## src/hw/lmi_pkg.sv

```systemverilog
package lmi_pkg;

  // ---------------------------------------------------------------
  // Register offsets
  // ---------------------------------------------------------------
  localparam logic [7:0] OFS_IRQ_FLAGS      = 8'h02;
  localparam logic [7:0] OFS_LINK_STATE     = 8'h03;
  localparam logic [7:0] OFS_LINK_QUALITY   = 8'h04;
  localparam logic [7:0] OFS_LOST_PACKETS   = 8'h05;
  localparam logic [7:0] OFS_LINK_POLICY    = 8'h36;
  localparam logic [7:0] OFS_WARN_LEVEL     = 8'h37;
  localparam logic [7:0] OFS_ALARM_LEVEL    = 8'h38;
  localparam logic [7:0] OFS_RX_POWER       = 8'h49;
  localparam logic [7:0] OFS_LATENCY        = 8'h52;
  localparam logic [7:0] OFS_IRQ_CONFIG     = 8'h53;
  localparam logic [7:0] OFS_TX_POWER       = 8'h56;

  // ---------------------------------------------------------------
  // Field positions
  // ---------------------------------------------------------------
  localparam int BIT_LINK_BROKEN  = 6;
  localparam int BIT_POOR_QUALITY = 5;
  localparam int BIT_REMOTE_DONE  = 4;
  localparam int BIT_PINS_CHANGED = 3;
  localparam int BIT_LINK_ERROR   = 2;
  localparam int BIT_WAKEUP       = 1;
  localparam int BIT_POLARITY     = 7;
  localparam int BIT_POL_RELOAD   = 6;
  localparam int BIT_POL_RECONF   = 4;
  localparam int BIT_POL_MUTE     = 3;
  localparam int BIT_POL_NO_AFH   = 2;

  // Writable masks and transmitter-only flags
  localparam logic [7:0] FLAG_MASK      = 8'h7e;
  localparam logic [7:0] CONFIG_MASK    = 8'hfe;
  localparam logic [7:0] POLICY_MASK    = 8'h5c;
  localparam logic [7:0] TX_ONLY_FLAGS  = 8'h30;

  // ---------------------------------------------------------------
  // Window sizes, packets per frame, latency codes and reset values
  // ---------------------------------------------------------------
  localparam int         QUALITY_FRAMES = 14;
  localparam int         LOSS_FRAMES    = 32;
  localparam logic [3:0] PPF_HIGH       = 4'h8;
  localparam logic [3:0] PPF_MID        = 4'h4;
  localparam logic [3:0] PPF_LOW        = 4'h2;
  localparam logic [7:0] COUNT_MAX      = 8'hff;
  localparam logic [7:0] RST_ZERO       = 8'h00;
  localparam logic [7:0] RST_LATENCY    = 8'h02;
  localparam logic [7:0] RST_POWER      = 8'h03;
  localparam logic [7:0] LAT_SHORT      = 8'h00;
  localparam logic [7:0] LAT_NOMINAL    = 8'h02;
  localparam logic [7:0] LAT_HIGH       = 8'h04;

  typedef enum logic [1:0] {
    RATE_HIGH,
    RATE_MID,
    RATE_LOW
  } lmi_rate_e;

  typedef struct packed {
    logic [7:0] addr;
    logic [7:0] wdata;
    logic       wr;
    logic       rd;
  } lmi_bus_s;

  typedef struct packed {
    logic       frame_tick;
    logic       pkt_lost;
    logic       pkt_perm_lost;
    logic       link_up;
    logic       powered_up;
    logic       remote_done;
    logic       pins_changed;
    logic       link_init_fail;
  } lmi_event_s;

  typedef struct packed {
    logic [7:0] flags;
    logic [7:0] config_bits;
    logic [7:0] policy;
    logic [7:0] warn_level;
    logic [7:0] alarm_level;
    logic [7:0] latency;
    logic [7:0] tx_power;
    logic [7:0] rx_power;
    logic [7:0] quality;
    logic [7:0] perm_loss;
    logic [8:0] q_acc;
    logic [8:0] p_acc;
    logic [4:0] q_frame;
    logic [5:0] p_frame;
    logic       link_up;
    logic       powered_up;
    logic       reload_req;
    logic [7:0] rdata;
    logic       irq;
  } lmi_state_s;

endpackage
```

## src/hw/lmi_link_monitor.sv

```systemverilog
// Chosen here: the strobed register port.
`timescale 1ns/10ps
// Notes on behaviour
// - Quality reads 255 minus packets lost in last 14-frame window.
// - Packets per frame are 8, 4 or 2 by audio sample rate.
// - Permanent-loss count over latest 32-frame window, saturating at 255.
// - Quality at or below warning level sets poor-quality flag.
// - Permanent loss at or above alarm level sets link-error flag.
// - Transmitter side has both counters; receiver side only permanent loss.
// - Link-state bit 0 shows link established; upper bits read zero.
// - Policy bit 6 reloads stored setup on failed init; bit 4 forces reconfig.
// - Policy bit 3 mutes audio while permanent loss exceeds alarm level.
// - Policy bit 2 stops frequency hopping; reserved policy bits stay zero.
// - Latency select: 0 short, 2 nominal, 4 high.
// - Power select 0..3 maps to -20, -10, -5, 0 dBm.
// - Transmitter side host writes both its and receiver power settings.
// - Interrupt stays active until host writes one to flag; 0x7f clears all.
// - Config bit 7 picks interrupt polarity, one means active high.
// - Status flags: 6 broken, 5 poor, 4 remote done, 3 pins, 2 error, 1 wake.
// - Config bits 6..2 enable the flag at the same position.
// - Wakeup enable makes the pin track power state only.
// - Receiver pin exists only with a serial slave interface.
// - Interrupt state is local to this end.
// - Poor-quality and remote-done interrupts exist only on transmitter side.
module lmi_link_monitor
  import lmi_pkg::*;
#(
  parameter bit IS_TRANSMITTER = 1'b1,
  parameter bit HAS_SLAVE_PORT = 1'b1
)(
  input  wire logic       clk,
  input  wire logic       rst_n,
  input  wire lmi_bus_s   bus,
  output logic [7:0]      rdata,
  input  wire lmi_rate_e  rate,
  input  wire lmi_event_s ev,
  output logic            irq_pin,
  output logic            irq_pin_oe,
  output logic            mute,
  output logic            afh_disable,
  output logic            reload_stored,
  output logic            force_reconfig,
  output logic [7:0]      latency_sel,
  output logic [1:0]      tx_power_sel,
  output logic [1:0]      rx_power_sel
);

  lmi_state_s state_reg;
  lmi_state_s state_next;

  // ---------------------------------------------------------------
  // Elaboration checks
  // ---------------------------------------------------------------
  if (QUALITY_FRAMES < 1 || QUALITY_FRAMES > 32 || LOSS_FRAMES < 1 || LOSS_FRAMES > 64)
  begin : g_bad_window
    $error("window length does not fit its frame counter");
  end

  // ---------------------------------------------------------------
  // Per-frame packet budget
  // ---------------------------------------------------------------
  logic [3:0] ppf;
  always_comb
  begin
    case (rate)
      RATE_HIGH: ppf = PPF_HIGH;
      RATE_MID:  ppf = PPF_MID;
      RATE_LOW:  ppf = PPF_LOW;
      default:   ppf = PPF_HIGH;
    endcase
  end

  logic [7:0] flag_avail;
  assign flag_avail = IS_TRANSMITTER ? FLAG_MASK : (FLAG_MASK & ~TX_ONLY_FLAGS);

  // ---------------------------------------------------------------
  // Next state
  // ---------------------------------------------------------------
  logic [7:0] set_ev;
  logic [7:0] clr_ev;
  logic       link_fell;
  logic       wake_rise;
  logic [7:0] enabled;
  logic       any_irq;
  logic       active;

  always_comb
  begin
    state_next = state_reg;
    state_next.link_up    = ev.link_up;
    state_next.powered_up = ev.powered_up;
    link_fell  = state_reg.link_up & ~ev.link_up;
    wake_rise  = ~state_reg.powered_up & ev.powered_up;

    // Window counters
    if (IS_TRANSMITTER && ev.pkt_lost && state_reg.q_acc != 9'h0ff)
      state_next.q_acc = state_reg.q_acc + 9'h001;
    if (ev.pkt_perm_lost && state_reg.p_acc != 9'h0ff)
      state_next.p_acc = state_reg.p_acc + 9'h001;
    if (ev.frame_tick)
    begin
      if (IS_TRANSMITTER)
      begin
        if (state_reg.q_frame == 5'(QUALITY_FRAMES - 1))
        begin
          state_next.q_frame = 5'h00;
          state_next.quality = COUNT_MAX - state_next.q_acc[7:0];
          state_next.q_acc   = 9'h000;
        end
        else
          state_next.q_frame = state_reg.q_frame + 5'h01;
      end
      if (state_reg.p_frame == 6'(LOSS_FRAMES - 1))
      begin
        state_next.p_frame   = 6'h00;
        state_next.perm_loss = state_next.p_acc[7:0];
        state_next.p_acc     = 9'h000;
      end
      else
        state_next.p_frame = state_reg.p_frame + 6'h01;
    end

    // Event flags
    set_ev = 8'h00;
    set_ev[BIT_LINK_BROKEN]  = link_fell;
    set_ev[BIT_POOR_QUALITY] = IS_TRANSMITTER && (state_reg.quality <= state_reg.warn_level);
    set_ev[BIT_REMOTE_DONE]  = ev.remote_done;
    set_ev[BIT_PINS_CHANGED] = ev.pins_changed;
    set_ev[BIT_LINK_ERROR]   = state_reg.perm_loss >= state_reg.alarm_level;
    set_ev[BIT_WAKEUP]       = wake_rise;
    set_ev = set_ev & flag_avail;

    // Register writes
    clr_ev = 8'h00;
    state_next.reload_req = 1'b0;
    if (bus.wr)
    begin
      case (bus.addr)
        OFS_IRQ_FLAGS:   clr_ev = bus.wdata & FLAG_MASK;
        OFS_LINK_POLICY: state_next.policy = bus.wdata & POLICY_MASK;
        OFS_WARN_LEVEL:  state_next.warn_level = bus.wdata;
        OFS_ALARM_LEVEL: state_next.alarm_level = bus.wdata;
        OFS_LATENCY:     state_next.latency = bus.wdata;
        OFS_IRQ_CONFIG:  state_next.config_bits = bus.wdata & CONFIG_MASK;
        OFS_TX_POWER:    state_next.tx_power = {6'h00, bus.wdata[1:0]};
        OFS_RX_POWER:
          if (IS_TRANSMITTER)
            state_next.rx_power = {6'h00, bus.wdata[1:0]};
        default: ;
      endcase
    end
    // Set wins over clear
    state_next.flags = ((state_reg.flags & ~clr_ev) | set_ev) & flag_avail;

    if (ev.link_init_fail && state_reg.policy[BIT_POL_RELOAD])
      state_next.reload_req = 1'b1;

    // Read data
    state_next.rdata = 8'h00;
    if (bus.rd)
    begin
      case (bus.addr)
        OFS_IRQ_FLAGS:    state_next.rdata = state_reg.flags;
        OFS_LINK_STATE:   state_next.rdata = {7'h00, state_reg.link_up};
        OFS_LINK_QUALITY: state_next.rdata = IS_TRANSMITTER ? state_reg.quality : 8'h00;
        OFS_LOST_PACKETS: state_next.rdata = state_reg.perm_loss;
        OFS_LINK_POLICY:  state_next.rdata = state_reg.policy;
        OFS_WARN_LEVEL:   state_next.rdata = state_reg.warn_level;
        OFS_ALARM_LEVEL:  state_next.rdata = state_reg.alarm_level;
        OFS_LATENCY:      state_next.rdata = state_reg.latency;
        OFS_IRQ_CONFIG:   state_next.rdata = state_reg.config_bits;
        OFS_TX_POWER:     state_next.rdata = state_reg.tx_power;
        OFS_RX_POWER:     state_next.rdata = state_reg.rx_power;
        default:          state_next.rdata = 8'h00;
      endcase
    end

    // Interrupt level
    enabled = state_next.flags & state_next.config_bits & flag_avail;
    any_irq = |enabled[BIT_LINK_BROKEN:BIT_LINK_ERROR];
    if (state_next.config_bits[BIT_WAKEUP])
      active = state_next.powered_up;
    else
      active = any_irq;
    state_next.irq = active;
  end

  // ---------------------------------------------------------------
  // State register
  // ---------------------------------------------------------------
  always_ff @(posedge clk or negedge rst_n)
  begin
    if (!rst_n)
    begin
      state_reg             <= '0;
      state_reg.quality     <= COUNT_MAX;
      state_reg.latency     <= RST_LATENCY;
      state_reg.tx_power    <= RST_POWER;
      state_reg.rx_power    <= RST_POWER;
      state_reg.warn_level  <= RST_ZERO;
      state_reg.alarm_level <= COUNT_MAX;
    end
    else
      state_reg <= state_next;
  end

  // ---------------------------------------------------------------
  // Outputs
  // ---------------------------------------------------------------
  assign rdata          = state_reg.rdata;
  assign irq_pin        = state_reg.config_bits[BIT_POLARITY] ? state_reg.irq
                                                              : ~state_reg.irq;
  assign irq_pin_oe     = IS_TRANSMITTER | HAS_SLAVE_PORT;
  assign mute           = state_reg.policy[BIT_POL_MUTE] &&
                          (state_reg.perm_loss > state_reg.alarm_level);
  assign afh_disable    = state_reg.policy[BIT_POL_NO_AFH];
  assign reload_stored  = state_reg.reload_req;
  assign force_reconfig = state_reg.policy[BIT_POL_RECONF];
  assign latency_sel    = state_reg.latency;
  assign tx_power_sel   = state_reg.tx_power[1:0];
  assign rx_power_sel   = state_reg.rx_power[1:0];

endmodule // lmi_link_monitor

```

## config.mk

```make
export PLATFORM = sky130hd
export DESIGN_NAME = lmi_link_monitor
export DESIGN_NICKNAME = d
export VERILOG_FILES = /design/src/hw/lmi_pkg.sv /design/src/hw/lmi_link_monitor.sv
export SDC_FILE = /design/constraint.sdc
export NUM_CORES = 1
export LEC_CHECK = 0
export ABC_AREA = 1
export BUFFER_PORTS_ARGS = -buffer_cell sky130_fd_sc_hd__buf_2
export CORE_AREA = 2 2 128 130
export CTS_CLUSTER_DIAMETER = 50
export CTS_CLUSTER_SIZE = 25
export DETAILED_ROUTE_END_ITERATION = 16
export DIE_AREA = 0 0 130 132
export PLACE_DENSITY = 0.61
export SLEW_MARGIN = 20
export SYNTH_ARGS = -nofsm -noshare
export SYNTH_HDL_FRONTEND = slang
export SYNTH_SLANG_ARGS = --single-unit
```

## constraint.sdc

```tcl
create_clock -name clk -period 5.3 [get_ports clk]
set_input_delay 0.265 -clock clk [delete_from_list [all_inputs] [get_ports clk]]
set_output_delay 0.265 -clock clk [all_outputs]
set_load 0.01 [all_outputs]
```

### Yosys cells after proc, flatten, opt, wreduce, memory -nomap -nowiden

Cells that the tools add are included.

* register bits: 103
* bits in latches: 0
* bits in writable memories: 0
* ROM bits: 0
* input port bits: 30
* output and inout bits: 26
* memories kept: 0

* add/sub/neg operators: 5
* $mul: 0
* div/mod/pow operators: 0
* $lt $le $gt $ge: 3
* eq/ne operators: 15
* shift operators: 0
* mux-type cells: 22
* bitwise operators: 9
* reductions and logical operators: 13

Operators by type and width (count)
* 8-bit case mux with 11 select lines: 1
* 56-bit two-way mux: 1
* 8-bit two-way mux: 5
* 9-bit two-way mux: 4
* 8-bit by 7-bit equality test with 1-bit output, second input constant: 4
* 29-bit two-way mux: 1
* 8-bit by 6-bit equality test with 1-bit output, second input constant: 3
* 7-bit two-way mux: 3
* 9-bit by 1-bit adder with 9-bit output, second input constant: 2
* 9-bit by 8-bit != test with 1-bit output, second input constant: 2
* 8-bit by 2-bit equality test with 1-bit output, second input constant: 2
* 8-bit by 3-bit equality test with 1-bit output, second input constant: 2
* 2-bit AND reduction: 8
* 7-bit AND: 2
* 8-bit >= comparator: 1
* 8-bit > comparator: 1
* 8-bit <= comparator: 1
* 8-bit subtractor, first input constant: 1
* 7-bit NOT: 1
* 7-bit bitwise OR: 1
* 6-bit by 1-bit adder with 6-bit output, second input constant: 1
* 6-bit by 5-bit equality test with 1-bit output, second input constant: 1
* 6-bit two-way mux: 1
* 5-bit by 1-bit adder with 5-bit output, second input constant: 1
* 8 further kinds: 17

### Logic depth before layout (Yosys ltp)

Gate-level depths: netlist of the first run.

* depth in word-level cells: 9
* mapped depth: 14

### Least setup slack after synthesis of the first run

OpenSTA, ideal clock, no wires.

* kind: reg2reg
* from: register state_reg[23] (netlist bit)
* to: register state_reg[30] (netlist bit)
* setup time: 0.119 ns
* arrival: 1.797 ns
* data required time: 5.181 ns
* path slack: 3.384 ns
* stages on the path, launching flop included: 14
* path buffers: 0
* clock period less this slack: 1.916 ns
* cell sequence: dfrtp_1 > ha_1 > nand3_1 > nor2_1 > and3_1 > ha_1 > inv_1 > nand2_1 > nor3_2 > nand3_1 > nor2_1 > nand2_1 > xnor2_1 > and2_1

RTL lines
* start: declaration: RTL line lmi_link_monitor.sv:48 `lmi_state_s state_reg;`
* start signal: assignment: RTL line lmi_link_monitor.sv:204 `state_reg <= state_next;`

### Worst setup path in the final report of the first run

* from: register state_reg[88] (netlist bit)
* to: output port mute

* word-level cells in the longest chain between the ends: 2

RTL lines
* 8-bit > comparator: RTL line lmi_link_monitor.sv:215 `(state_reg.perm_loss > state_reg.alarm_level);`
* 1-bit logical AND: RTL line lmi_link_monitor.sv:214 `assign mute = state_reg.policy[BIT_POL_MUTE] &&`
* end: declaration: RTL line lmi_link_monitor.sv:39 `output logic mute,`

No other way between the ends.

==> results of run 1 <==
how the worst min path moves through the flow:
stage               endpoint  slack [ps]  cells after the start
3_5_place_dp   state_reg[10]         400                      1
3_3_place_gp   state_reg[10]         390                      1
5_1_grt        state_reg[11]          40                      1
6_report       state_reg[10]         -10                      1
4_1_cts         state_reg[0]          20                      1
2_1_floorplan    afh_disable         -30                      0
worst max-delay path, stage by stage (launching register included):
cell	delay, ps
dfstp_2	530
inv_1	50
ha_1	290
nand2_1	70
nor2_1	140
nand2_1	70
nand2_1	90
inv_1	60
nor2_1	160
buf_2	170
per-stage QoR:
| step | worst slack [ps] | hold slack (ps) | total power [mW] | cells | util [%] |
|---|---|---|---|---|---|
| after CTS | 3040 | 23.4 | 2.35 | 913 | 38.4 |
| after detailed placement | 3160 | 396 | 1.66 | 897 | 36.5 |
| after global routing | 2850 | 37.6 | 2.50 | 913 | 38.4 |
| final | 3050 | -11.6 | 2.32 | 913 | 38.4 |
| after floorplan | 3380 | -30.6 | 1.50 | 662 | - |
| after global placement | 3100 | 391 | 1.65 | 897 | 36.5 |
routing by layer:
metal	vias to the layer above	wire [µm]
met5	-	0
met3	17	453
met1	1937	6190
met2	68	5680
met4	0	226
li1	2137	-
kinds of logic after synthesis:
group	count (synthesis)	synth area share (%)
DFF	102	47.5
xor gates and xnor gates	19	3.06
AOI/OAI and AO/OA	106	10.6
adders and majority gates	23	5.30
and+or+nand+nor	279	22.3
other	1	0.0690
buffers and inverters	132	11.2
cell usage after synthesis, drive strengths merged, types with 6 or more instances:
master  count
o22ai       6
a21oi      25
xnor2       8
a211oi      7
nand2     167
inv        97
buf        34
dfrtp      81
o21ai      62
nand3      31
ha         23
xor2       11
dfstp      21
nor2       62
nor3        9
nand4       7
final cells by class:
type / instances / area (µm²) / share of cell area, %
clock buffer: 11 / 243 / 4.02
clock inverter: 5 / 58.8 / 0.974
inverter: 98 / 369 / 6.11
multi-input combinational: 428 / 2250 / 37.2
sequential: 102 / 2580 / 42.7
tap: 216 / 270 / 4.48
timing repair buffer: 53 / 270 / 4.48
power breakdown:
| group | switching [mW] | internal, mW |
|---|---|---|
| Sequential | 0.128 | 0.967 |
| Clock | 0.292 | 0.379 |
| Combinational | 0.332 | 0.219 |
| Total | 0.752 | 1.57 |
==> summary.md, run 1 <==
| Metric | Value |
|---|---|
| Via total after detailed routing | `4,159` |
| Clock latency on the worst-skew pair | `350 ps` |
| Slew of the pin with the lowest slew margin | `between 900 and 1000 ps` |
| Drt first pass iters | `5` |
| FF-to-FF End | `state_reg[30]` |
| Routing usage on met1 | `22.0%` |
| Setup slack, reg-to-reg | `3190 ps` |
| Net count, final | `745` |
| Post-route cell area | `6040 µm²` |
| Total leakage power | `3.02 nW` |
| Startpoint-to-endpoint class of the critical path | `flip-flop to output port` |
| Status | `finished, violations left` |
| Final weighted congestion in routability-driven placement | `around 0.87` |
| Buffers from clock root to sink, at most | `2` |
| Ratio of routed vias to standard cells | `4.56` |
| Global-route met2 utilization | `a little under a quarter` |
| Max capacitance violation total | `0` |
| Horiz. Die Dim | `130 µm` |
| Total overflow reported by the global router | `0` |
| Number of enable-type register cells in the synthesized netlist | `0` |
| Most used DFF post-synth | `dfrtp_1` |
| Classification of the worst-slack hold path | `input port to asynchronous set/reset pin` |
| Post-synthesis async set-or-reset flop share | `between 90% and 100%` |
| Startpoint Class | `flip-flop` |
| TritonCTS buffer count | `9` |
| Detail Route Antenna Nets | `0` |
| Clock H-tree levels | `3` |
| Timing startpoint of the critical path | `state_reg[88]` |
| Met3 capacity usage during global routing | `3.41%` |
| Area fraction of the dominant cell type after synthesis | `37.3%` |
| Number of diodes added for antenna fixing | `0` |
| Number of hold violations in the final report | `11` |
| Vertical die dimension | `132 µm` |
| Crit-path max FO | `2` |
| Port Buf Inserts | `52` |
| Area enclosed by the die boundary | `roughly 17,000 µm²` |
| Synth area leaders | `dfrtp_1, nand2_1, dfstp_2, inv_1, ha_1` |
| Overall routed net length | `12,500 µm` |
| Library cell occupying the most area in the post-synthesis netlist | `dfrtp_1` |
| TNS Setup | `0 ps` |
| Number of remaining DRC errors | `0` |
| Area Overhead vs Synth | `11.1%` |
| FF+latch count, synth | `102` |
| Combined global-route utilization of all metal layers | `15.6%` |
| Dpl cell area | `5740 µm²` |
| Most common cell after layout, fill and taps aside | `nand2_1` |
| Synthesized area per cell | `8.21 µm²` |
| Endpoint type of the worst setup path | `output port` |
| Post-synth net total | `715` |
| Worst slew margin relative to its limit | `around 36%` |
| Hold-fix buffer count after cts | `0` |
| Core Rows | `46` |
| Max FFs per register | `79` |
| Source of the worst register-to-register timing path | `state_reg[24]` |
| Initial core utilization | `34.6%` |
| Final count of negative-setup-slack endpoints | `0` |
| Share of cells above drive strength 1 | `between 15 and 20%` |
| DP HPWL | `9350 µm` |
| Most used cells in the layout excluding fill and tap cells | `nand2_1, inv_1, dfrtp_1` |
| Post-CTS setup buffer count | `0` |
| First-pass GRT wire length | `20,800 µm` |
| Count of boundary I/O pins | `56` |
| CORE AREA | `15,700 µm²` |
| Number of clock sinks seen by CTS | `about 100` |
| Violations in the final reports | `negative hold slack` |
| RSZ-0062 raised after global routing | `no` |
| Synthesized cell area | `5430 µm²` |
| Number of DRC markers after the initial detailed-route iteration | `269` |
| Number of antenna violations at the first check in global routing | `0` |
| Required time of the critical path | `just over 5000 ps` |
| Synthesized netlist cell count | `662` |
| Critical Path End | `mute` |
| Via count of the first global-routing pass | `4,072` |
| Most used routing layer in global routing | `met2` |
| Fraction of the cycle the final worst path needs | `42.5%` |
| Yosys synthesis warning count | `0` |
| Critical path data arrival time | `1990 ps` |
| CTS root buf | `clkbuf_16` |
| Cells resized by post-CTS repair | `0` |
| Worst clock skew on the final layout | `between 10 and 15 ps` |
| Wire length per cell | `13.7 µm` |
| Max Slew Vio Count | `0` |
| Fmax | `444 MHz` |
| Final-layout worst hold slack | `-11.6 ps` |
| Fill cell total of the finished layout | `1,620` |
| Sequential area share after synthesis | `47.5%` |
| Clock tree from TritonCTS | `done` |
| Clock transition time at the flip-flop clock pins of the worst setup and hold paths | `around 70 ps` |
| Maximum number of pins on one net before global-route repair | `62` |
| Count of cell types in the netlist | `37` |
| VDD IR-drop max | `0.171 mV` |
| Depth of the worst register-to-register path | `13` |
| Final Critical Period | `approximately 2300 ps` |
| Total power divided by cell area | `between 300 and 400 nW/µm²` |
Note: power is estimated with default switching activity, not from simulation.
==> run 2: changes to the inputs <==
==> constraint.sdc (replaced) <==
create_clock -name clk -period 2.3 [get_ports clk]
set_input_delay 0.115 -clock clk [delete_from_list [all_inputs] [get_ports clk]]
set_output_delay 0.115 -clock clk [all_outputs]
set_load 0.01 [all_outputs]
==> summary.md, run 2 (same netlist as run 1, synthesis figures left out) <==
| Metric | Value |
|---|---|
| Overall routed net length | `12,900 µm (+2.8%)` |
| Ratio of routed vias to standard cells | `4.66 (+2.4%)` |
| Fraction of the cycle the final worst path needs | `94.0%` |
| Number of clock sinks seen by CTS | `102 (unchanged)` |
| Status | `finished, final reports clean` |
| First-pass GRT wire length | `21,600 µm (+3.9%)` |
| Slew of the pin with the lowest slew margin | `697 ps (-258 ps)` |
| DP HPWL | `9610 µm (+2.9%)` |
| Dpl cells | `903 (+0.67%)` |
| Core Rows | `46 (unchanged)` |
| Number of buffer and inverter instances along the worst setup path | `3 (unchanged)` |
| Final-layout worst hold slack | `8.48 ps (+20.0 ps)` |
| Setup slack, reg-to-reg | `220 ps (-2970 ps)` |
| Required time of the critical path | `2180 ps (-2860 ps)` |
| Most common cell type on the critical path | `nand2_1` |
| Count of boundary I/O pins | `56 (unchanged)` |
| Most used cells in the layout excluding fill and tap cells | `nand2_1, inv_1, dfrtp_1` |
| Final non-filler cell total | `927 (+1.5%)` |
| Classification of the worst-slack hold path | `input port to flip-flop` |
| Share of the core filled with cells in the final layout | `39.2% (+0.80 points)` |
| Total leakage power | `3.09 nW (+2.4%)` |
| Area Overhead vs Synth | `13.5%` |
| Endpoint type of the worst setup path | `output port` |
| Number of hold violations in the final report | `0 (-11)` |
| Hold EP | `rx_power_sel[0]` |
| Via count of the first global-routing pass | `4,276 (+5.0%)` |
| Area enclosed by the die boundary | `17,200 µm² (unchanged)` |
| Category of cells accounting for the largest share of critical-path delay | `flip-flops` |
| Count of cells along the worst hold path | `3` |
| TritonCTS buffer count | `9 (unchanged)` |
| Clock tree from TritonCTS | `done` |
| Critical path data arrival time | `2050 ps (+60 ps)` |
| Net count, final | `759 (+1.9%)` |
| Share of cells above drive strength 1 | `18.0% (+0.79 points)` |
| Most common cell after layout, fill and taps aside | `nand2_1` |
| Startpoint Class | `flip-flop` |
| Final count of negative-setup-slack endpoints | `0 (unchanged)` |
| Max capacitance violation total | `0 (unchanged)` |
| Number of diodes added for antenna fixing | `0 (unchanged)` |
| FF-to-FF End | `state_reg[30]` |
| Maximum number of pins on one net before global-route repair | `54 (-13%)` |
| CORE AREA | `15,700 µm² (unchanged)` |
| CTS root buf | `clkbuf_16` |
| Combined global-route utilization of all metal layers | `16.0% (+0.40 points)` |
| Depth of the worst register-to-register path | `13 (unchanged)` |
| RSZ-0062 raised after global routing | `no` |
| Buffers from clock root to sink, at most | `2 (unchanged)` |
| DR WL met3 | `515 µm (+14%)` |
| Max FFs per register | `79 (unchanged)` |
| Total overflow reported by the global router | `0 (unchanged)` |
| Crit-path max FO | `3 (+1)` |
| Horiz. Die Dim | `130 µm (unchanged)` |
| Length of routed met2 wiring | `5920 µm (+4.2%)` |
| Clock transition time at the flip-flop clock pins of the worst setup and hold paths | `70 ps (about the same)` |
| Number of DRC markers after the initial detailed-route iteration | `321 (+19%)` |
| Cell-by-cell listing of the critical path | `inv_1 -> ha_1 -> nand2_1 -> nand2_1 -> nand2_1 -> nand2_1 -> nand2_1 -> nand2_1 -> inv_1 -> nor2_1 -> buf_2` |
| Via total after detailed routing | `4,324 (+4.0%)` |
| Worst clock skew on the final layout | `9.24 ps (-0.968 ps)` |
| Source of the worst register-to-register timing path | `state_reg[24]` |
| Routed met1 length | `6280 µm (+1.6%)` |
| Clock H-tree levels | `3 (unchanged)` |
| Startpoint-to-endpoint class of the critical path | `flip-flop to output port` |
| Total power divided by cell area | `860 nW/µm² (+120%)` |
| Maximum single-stage delay on the critical path | `570 ps (+40 ps)` |
| Max Slew Vio Count | `0 (unchanged)` |
| Detail Route Antenna Nets | `0 (unchanged)` |
| Power consumption | `5.30 mW (+130%)` |
| Port Buf Inserts | `52 (unchanged)` |
| Wire length per cell | `13.9 µm (+1.2%)` |
| Initial core utilization | `34.6% (unchanged)` |
| TNS Setup | `0 ps (unchanged)` |
| Highest metal used | `met4` |
| Vertical die dimension | `132 µm (unchanged)` |
| Drt first pass iters | `5 (unchanged)` |
| Worst slew margin relative to its limit | `53.5% (+17 points)` |
| Final weighted congestion in routability-driven placement | `0.828 (-4.5%)` |
| Fill cell total of the finished layout | `1,622 (+0.12%)` |
| Clock latency on the worst-skew pair | `350 ps (about the same)` |
| Slowest CP cell | `dfstp_2` |
| Final Critical Period | `around 2200 ps` |
| VDD IR-drop max | `0.491 mV (+190%)` |
| Number of remaining DRC errors | `0 (unchanged)` |
| Fmax | `463 MHz` |
| Number of antenna violations at the first check in global routing | `0 (unchanged)` |
| Min-delay src | `bus[2]` |
==> run 2: cell count changes in the layout (fill, tap and decap cells not counted), sizes merged <==
cell | previous run | this run
clkinv | 3 | 1
clkbuf | 11 | 14
bufinv | 1 | 0
buf | 53 | 60
dlygate4sd3 | 0 | 7
==> run 2: worst max path at each step <==
stage | startpoint | depth (start not counted) | endpoint
after floorplan | state_reg[23] | 13 | state_reg[30]
after global placement | state_reg[24] | 13 | state_reg[30]
after detailed placement | state_reg[24] | 13 | state_reg[30]
after CTS | state_reg[82] | 11 | mute
after global routing | state_reg[84] | 11 | mute
final | state_reg[82] | 11 | mute
==> run 2: metrics by stage <==
step                      instance area [µm²]  setup slack (ps)
after CTS                                6140               162
after detailed placement                 5780               194
after global placement                   5780               255
after global routing                     6160              12.8
final                                    6160               139
after floorplan                          5430               384
==> run 2: cell type report <==
type / instances / area, µm² / share of cell area [%]
flip-flops and latches: 102 / 2580 / 41.8
multi-input cells: 428 / 2260 / 36.7
repair buffers: 67 / 393 / 6.37
inverters: 98 / 369 / 5.99
clock buffers: 14 / 274 / 4.45
well taps: 216 / 270 / 4.38
clock inverters: 2 / 15.0 / 0.244
==> run 2: worst min-delay path, stage by stage <==
cell and delay, ps:
buf_2 110, nand2_1 50, o21ai_0 70
==> run 2: timing repair <==
item | CTS | global route
hold buffers | 7 | 0
setup endpoints to repair | 0 | 2
resized for setup | 0 | 3
endpoints found under the hold margin | 45 | 0
buffers inserted | 0 | 1
==> run 2: layer usage <==
metal / track usage, % / vias up
li1: - / 2165
met3: 3.37 / 13
met2: 25.0 / 98
met4: 4.60 / 0
met5: 0 / -
met1: 22.4 / 2048
==> run 2: report_power, final <==
group / switching (mW) / internal (mW)
Clock: 0.656 / 0.825
Combinational: 0.765 / 0.520
Sequential: 0.302 / 2.23
==> run 3: changes to the inputs <==
--- a/config.mk
+++ b/config.mk
@@ -6,13 +6,13 @@
 export NUM_CORES = 1
 export LEC_CHECK = 0
 export ABC_AREA = 1
-export BUFFER_PORTS_ARGS = -buffer_cell sky130_fd_sc_hd__buf_2
-export CORE_AREA = 2 2 128 130
+export CORE_AREA = 2 2 100 102
 export CTS_CLUSTER_DIAMETER = 50
 export CTS_CLUSTER_SIZE = 25
 export DETAILED_ROUTE_END_ITERATION = 16
-export DIE_AREA = 0 0 130 132
-export PLACE_DENSITY = 0.61
+export DIE_AREA = 0 0 102 104
+export DONT_BUFFER_PORTS = 1
+export PLACE_DENSITY = 0.83
 export SLEW_MARGIN = 20
 export SYNTH_ARGS = -nofsm -noshare
 export SYNTH_HDL_FRONTEND = slang
==> summary.md, run 3 (same netlist as run 1, synthesis figures left out) <==
| Metric | Value |
|---|---|
| Required time of the critical path | `2570 ps (+390 ps)` |
| Slew of the pin with the lowest slew margin | `606 ps (-91.4 ps)` |
| Clock network power share | `24.8% (-3.1 points)` |
| Total power divided by cell area | `867 nW/µm² (+0.90%)` |
| Crit-path max FO | `4 (+1)` |
| Endpoint type of the worst setup path | `flip-flop` |
| Detail Route Antenna Nets | `0 (unchanged)` |
| Via total after detailed routing | `4,317 (-0.16%)` |
| TritonCTS buffer count | `9 (unchanged)` |
| Max capacitance violation total | `0 (unchanged)` |
| Fmax | `475 MHz (+2.7%)` |
| RSZ-0062 raised after global routing | `no` |
| Number of clock sinks seen by CTS | `102 (unchanged)` |
| First-pass GRT wire length | `19,900 µm (-7.7%)` |
| VDD IR-drop max | `0.625 mV (+27%)` |
| Number of remaining DRC errors | `0 (unchanged)` |
| Hold-fix buffer count after cts | `16 (+9)` |
| Max FFs per register | `79 (unchanged)` |
| Total leakage power | `2.83 nW (-8.6%)` |
| Internal | `3.34 mW (-6.5%)` |
| Area Overhead vs Synth | `6.17%` |
| Maximum number of pins on one net before global-route repair | `103 (+91%)` |
| Status | `finished, violations left` |
| Comb pwr share | `24.5% (+0.2 points)` |
| Wire length per cell | `15.2 µm (+9.4%)` |
| Fraction of the cycle the final worst path needs | `91.5% (-2.5 points)` |
| Area enclosed by the die boundary | `10,600 µm² (-38%)` |
| Number of diodes added for antenna fixing | `0 (unchanged)` |
| Final count of negative-setup-slack endpoints | `0 (unchanged)` |
| Net count, final | `710 (-6.5%)` |
| Total overflow reported by the global router | `0 (unchanged)` |
| Final Critical Period | `2100 ps (-57.2 ps)` |
| Slowest CP cell | `dfrtp_1` |
| Worst slew margin relative to its limit | `59.3% (+5.8 points)` |
| Violations in the final reports | `negative hold slack` |
| Power consumption | `5.00 mW (-5.6%)` |
| Depth of the worst register-to-register path | `13 (unchanged)` |
| Classification of the worst-slack hold path | `input port to asynchronous set/reset pin` |
| Overall routed net length | `12,100 µm (-6.1%)` |
| Critical path data arrival time | `2380 ps (+330 ps)` |
| Clock tree from TritonCTS | `done` |
| Clock H-tree levels | `3 (unchanged)` |
| Startpoint Class | `flip-flop` |
| Buffers from clock root to sink, at most | `2 (unchanged)` |
| Source of the worst register-to-register timing path | `state_reg[23]` |
| Initial core utilization | `56.9% (+22 points)` |
| Ratio of routed vias to standard cells | `5.43 (+16%)` |
| CTS root buf | `clkbuf_8` |
| Cell-by-cell listing of the critical path | `ha_1 -> nand3_1 -> nor2_1 -> and3_1 -> ha_1 -> inv_1 -> nand2_1 -> nor3_4 -> nand3_1 -> nor2_1 -> nand2_1 -> xnor2_1 -> and2_1` |
| TNS Setup | `0 ps (unchanged)` |
| Combined global-route utilization of all metal layers | `23.7% (+7.7 points)` |
| Number of hold violations in the final report | `102 (+102)` |
| Final-layout worst hold slack | `-586 ps (-594 ps)` |
| Multi-input combinational cell area | `2260 µm² (unchanged)` |
| Maximum single-stage delay on the critical path | `390 ps (-180 ps)` |
| CORE AREA | `9550 µm² (-39%)` |
| Number of antenna violations at the first check in global routing | `0 (unchanged)` |
| Max Slew Vio Count | `0 (unchanged)` |
| Most used cells in the layout excluding fill and tap cells | `nand2_1, inv_1, dfrtp_1` |
| Port Buf Inserts | `0 (-100%)` |
| Share of cells above drive strength 1 | `10.6% (-7.4 points)` |
| Clock transition time at the flip-flop clock pins of the worst setup and hold paths | `100 ps (+30 ps)` |
| Worst clock skew on the final layout | `17.8 ps (+8.55 ps)` |
| Storage cell area | `2580 µm² (unchanged)` |
| Final weighted congestion in routability-driven placement | `0.915 (+11%)` |
| DP HPWL | `8650 µm (-10%)` |
| Vertical die dimension | `104 µm (-21%)` |
| Count of boundary I/O pins | `56 (unchanged)` |
| Clock latency on the worst-skew pair | `390 ps (+40 ps)` |
| FF-to-FF End | `state_reg[30]` |
| Sequential power share | `50.7% (+2.9 points)` |
| Via count of the first global-routing pass | `4,243 (-0.77%)` |
| Drt first pass iters | `7 (+2)` |
| Number of DRC markers after the initial detailed-route iteration | `241 (-25%)` |
| Horiz. Die Dim | `102 µm (-22%)` |
| Most common cell after layout, fill and taps aside | `nand2_1` |
| Fill cell total of the finished layout | `824 (-49%)` |
| Startpoint-to-endpoint class of the critical path | `flip-flop to flip-flop` |
| Core Rows | `36 (-22%)` |
| Switching part of the total | `33.2% (+0.64 points)` |
| Setup slack, reg-to-reg | `200 ps (-20 ps)` |
| Net switching power figure | `1.66 mW (-3.7%)` |
[run 3: how the worst max path moves through the flow]
stage	cells past startpoint	endpoint	start
2_1_floorplan	13	state_reg[30]	state_reg[23]
3_3_place_gp	13	state_reg[30]	state_reg[24]
3_5_place_dp	13	state_reg[30]	state_reg[24]
4_1_cts	13	state_reg[30]	state_reg[24]
5_1_grt	13	state_reg[30]	state_reg[24]
6_report	13	state_reg[30]	state_reg[23]
[run 3: cell type report]
class / count / area share, %
sequential: 102 / 44.7
clock inverter: 5 / 1.45
tap: 133 / 2.89
multi-input combinational: 428 / 39.2
inverter: 98 / 6.40
timing repair buffer: 18 / 3.04
clock buffer: 11 / 2.28
[run 3: critical path, delay by kind of cell, from the launching register on]
kind,cells,cell delay (ps)
adders and majority gates,2,400
buffers and inverters,1,50
xor gates and xnor gates,1,130
DFF,1,390
and+or+nand+nor,9,1030
[run 3: per-stage QoR]
step / area (µm²) / utilization, % / setup WS (ps) / cells
after floorplan: 5430 / - / 384 / 662
after global placement: 5380 / 56.3 / 290 / 763
after detailed placement: 5380 / 56.3 / 192 / 763
after CTS: 5750 / 60.2 / 174 / 795
after global routing: 5770 / 60.4 / 17.7 / 795
final: 5770 / 60.4 / 196 / 795
[run 3: power groups by stage]
| stage | combinational (mW) | sequential (mW) | clock (mW) |
|---|---|---|---|
| 6_report | 1.23 | 2.54 | 1.24 |
| 5_1_grt | 1.45 | 2.58 | 1.34 |
| 4_1_cts | 1.22 | 2.53 | 1.26 |
| 3_5_place_dp | 1.18 | 2.56 | 0 |
| 3_3_place_gp | 1.10 | 2.54 | 0 |
| 2_1_floorplan | 0.986 | 2.46 | 0 |
[run 3: metal layers]
layer,up-vias,routed length [µm],GRT usage [%]
li1,2069,-,-
met1,2054,4910,29.3
met2,162,6080,40.6
met3,32,778,5.38
met4,0,341,7.81
met5,-,0,0
[run 3: timing repair]
item,4_1_cts,5_1_grt
setup endpoints to repair,0,3
resized for setup,0,3
buffers inserted,0,0
hold endpoints to repair,149,102
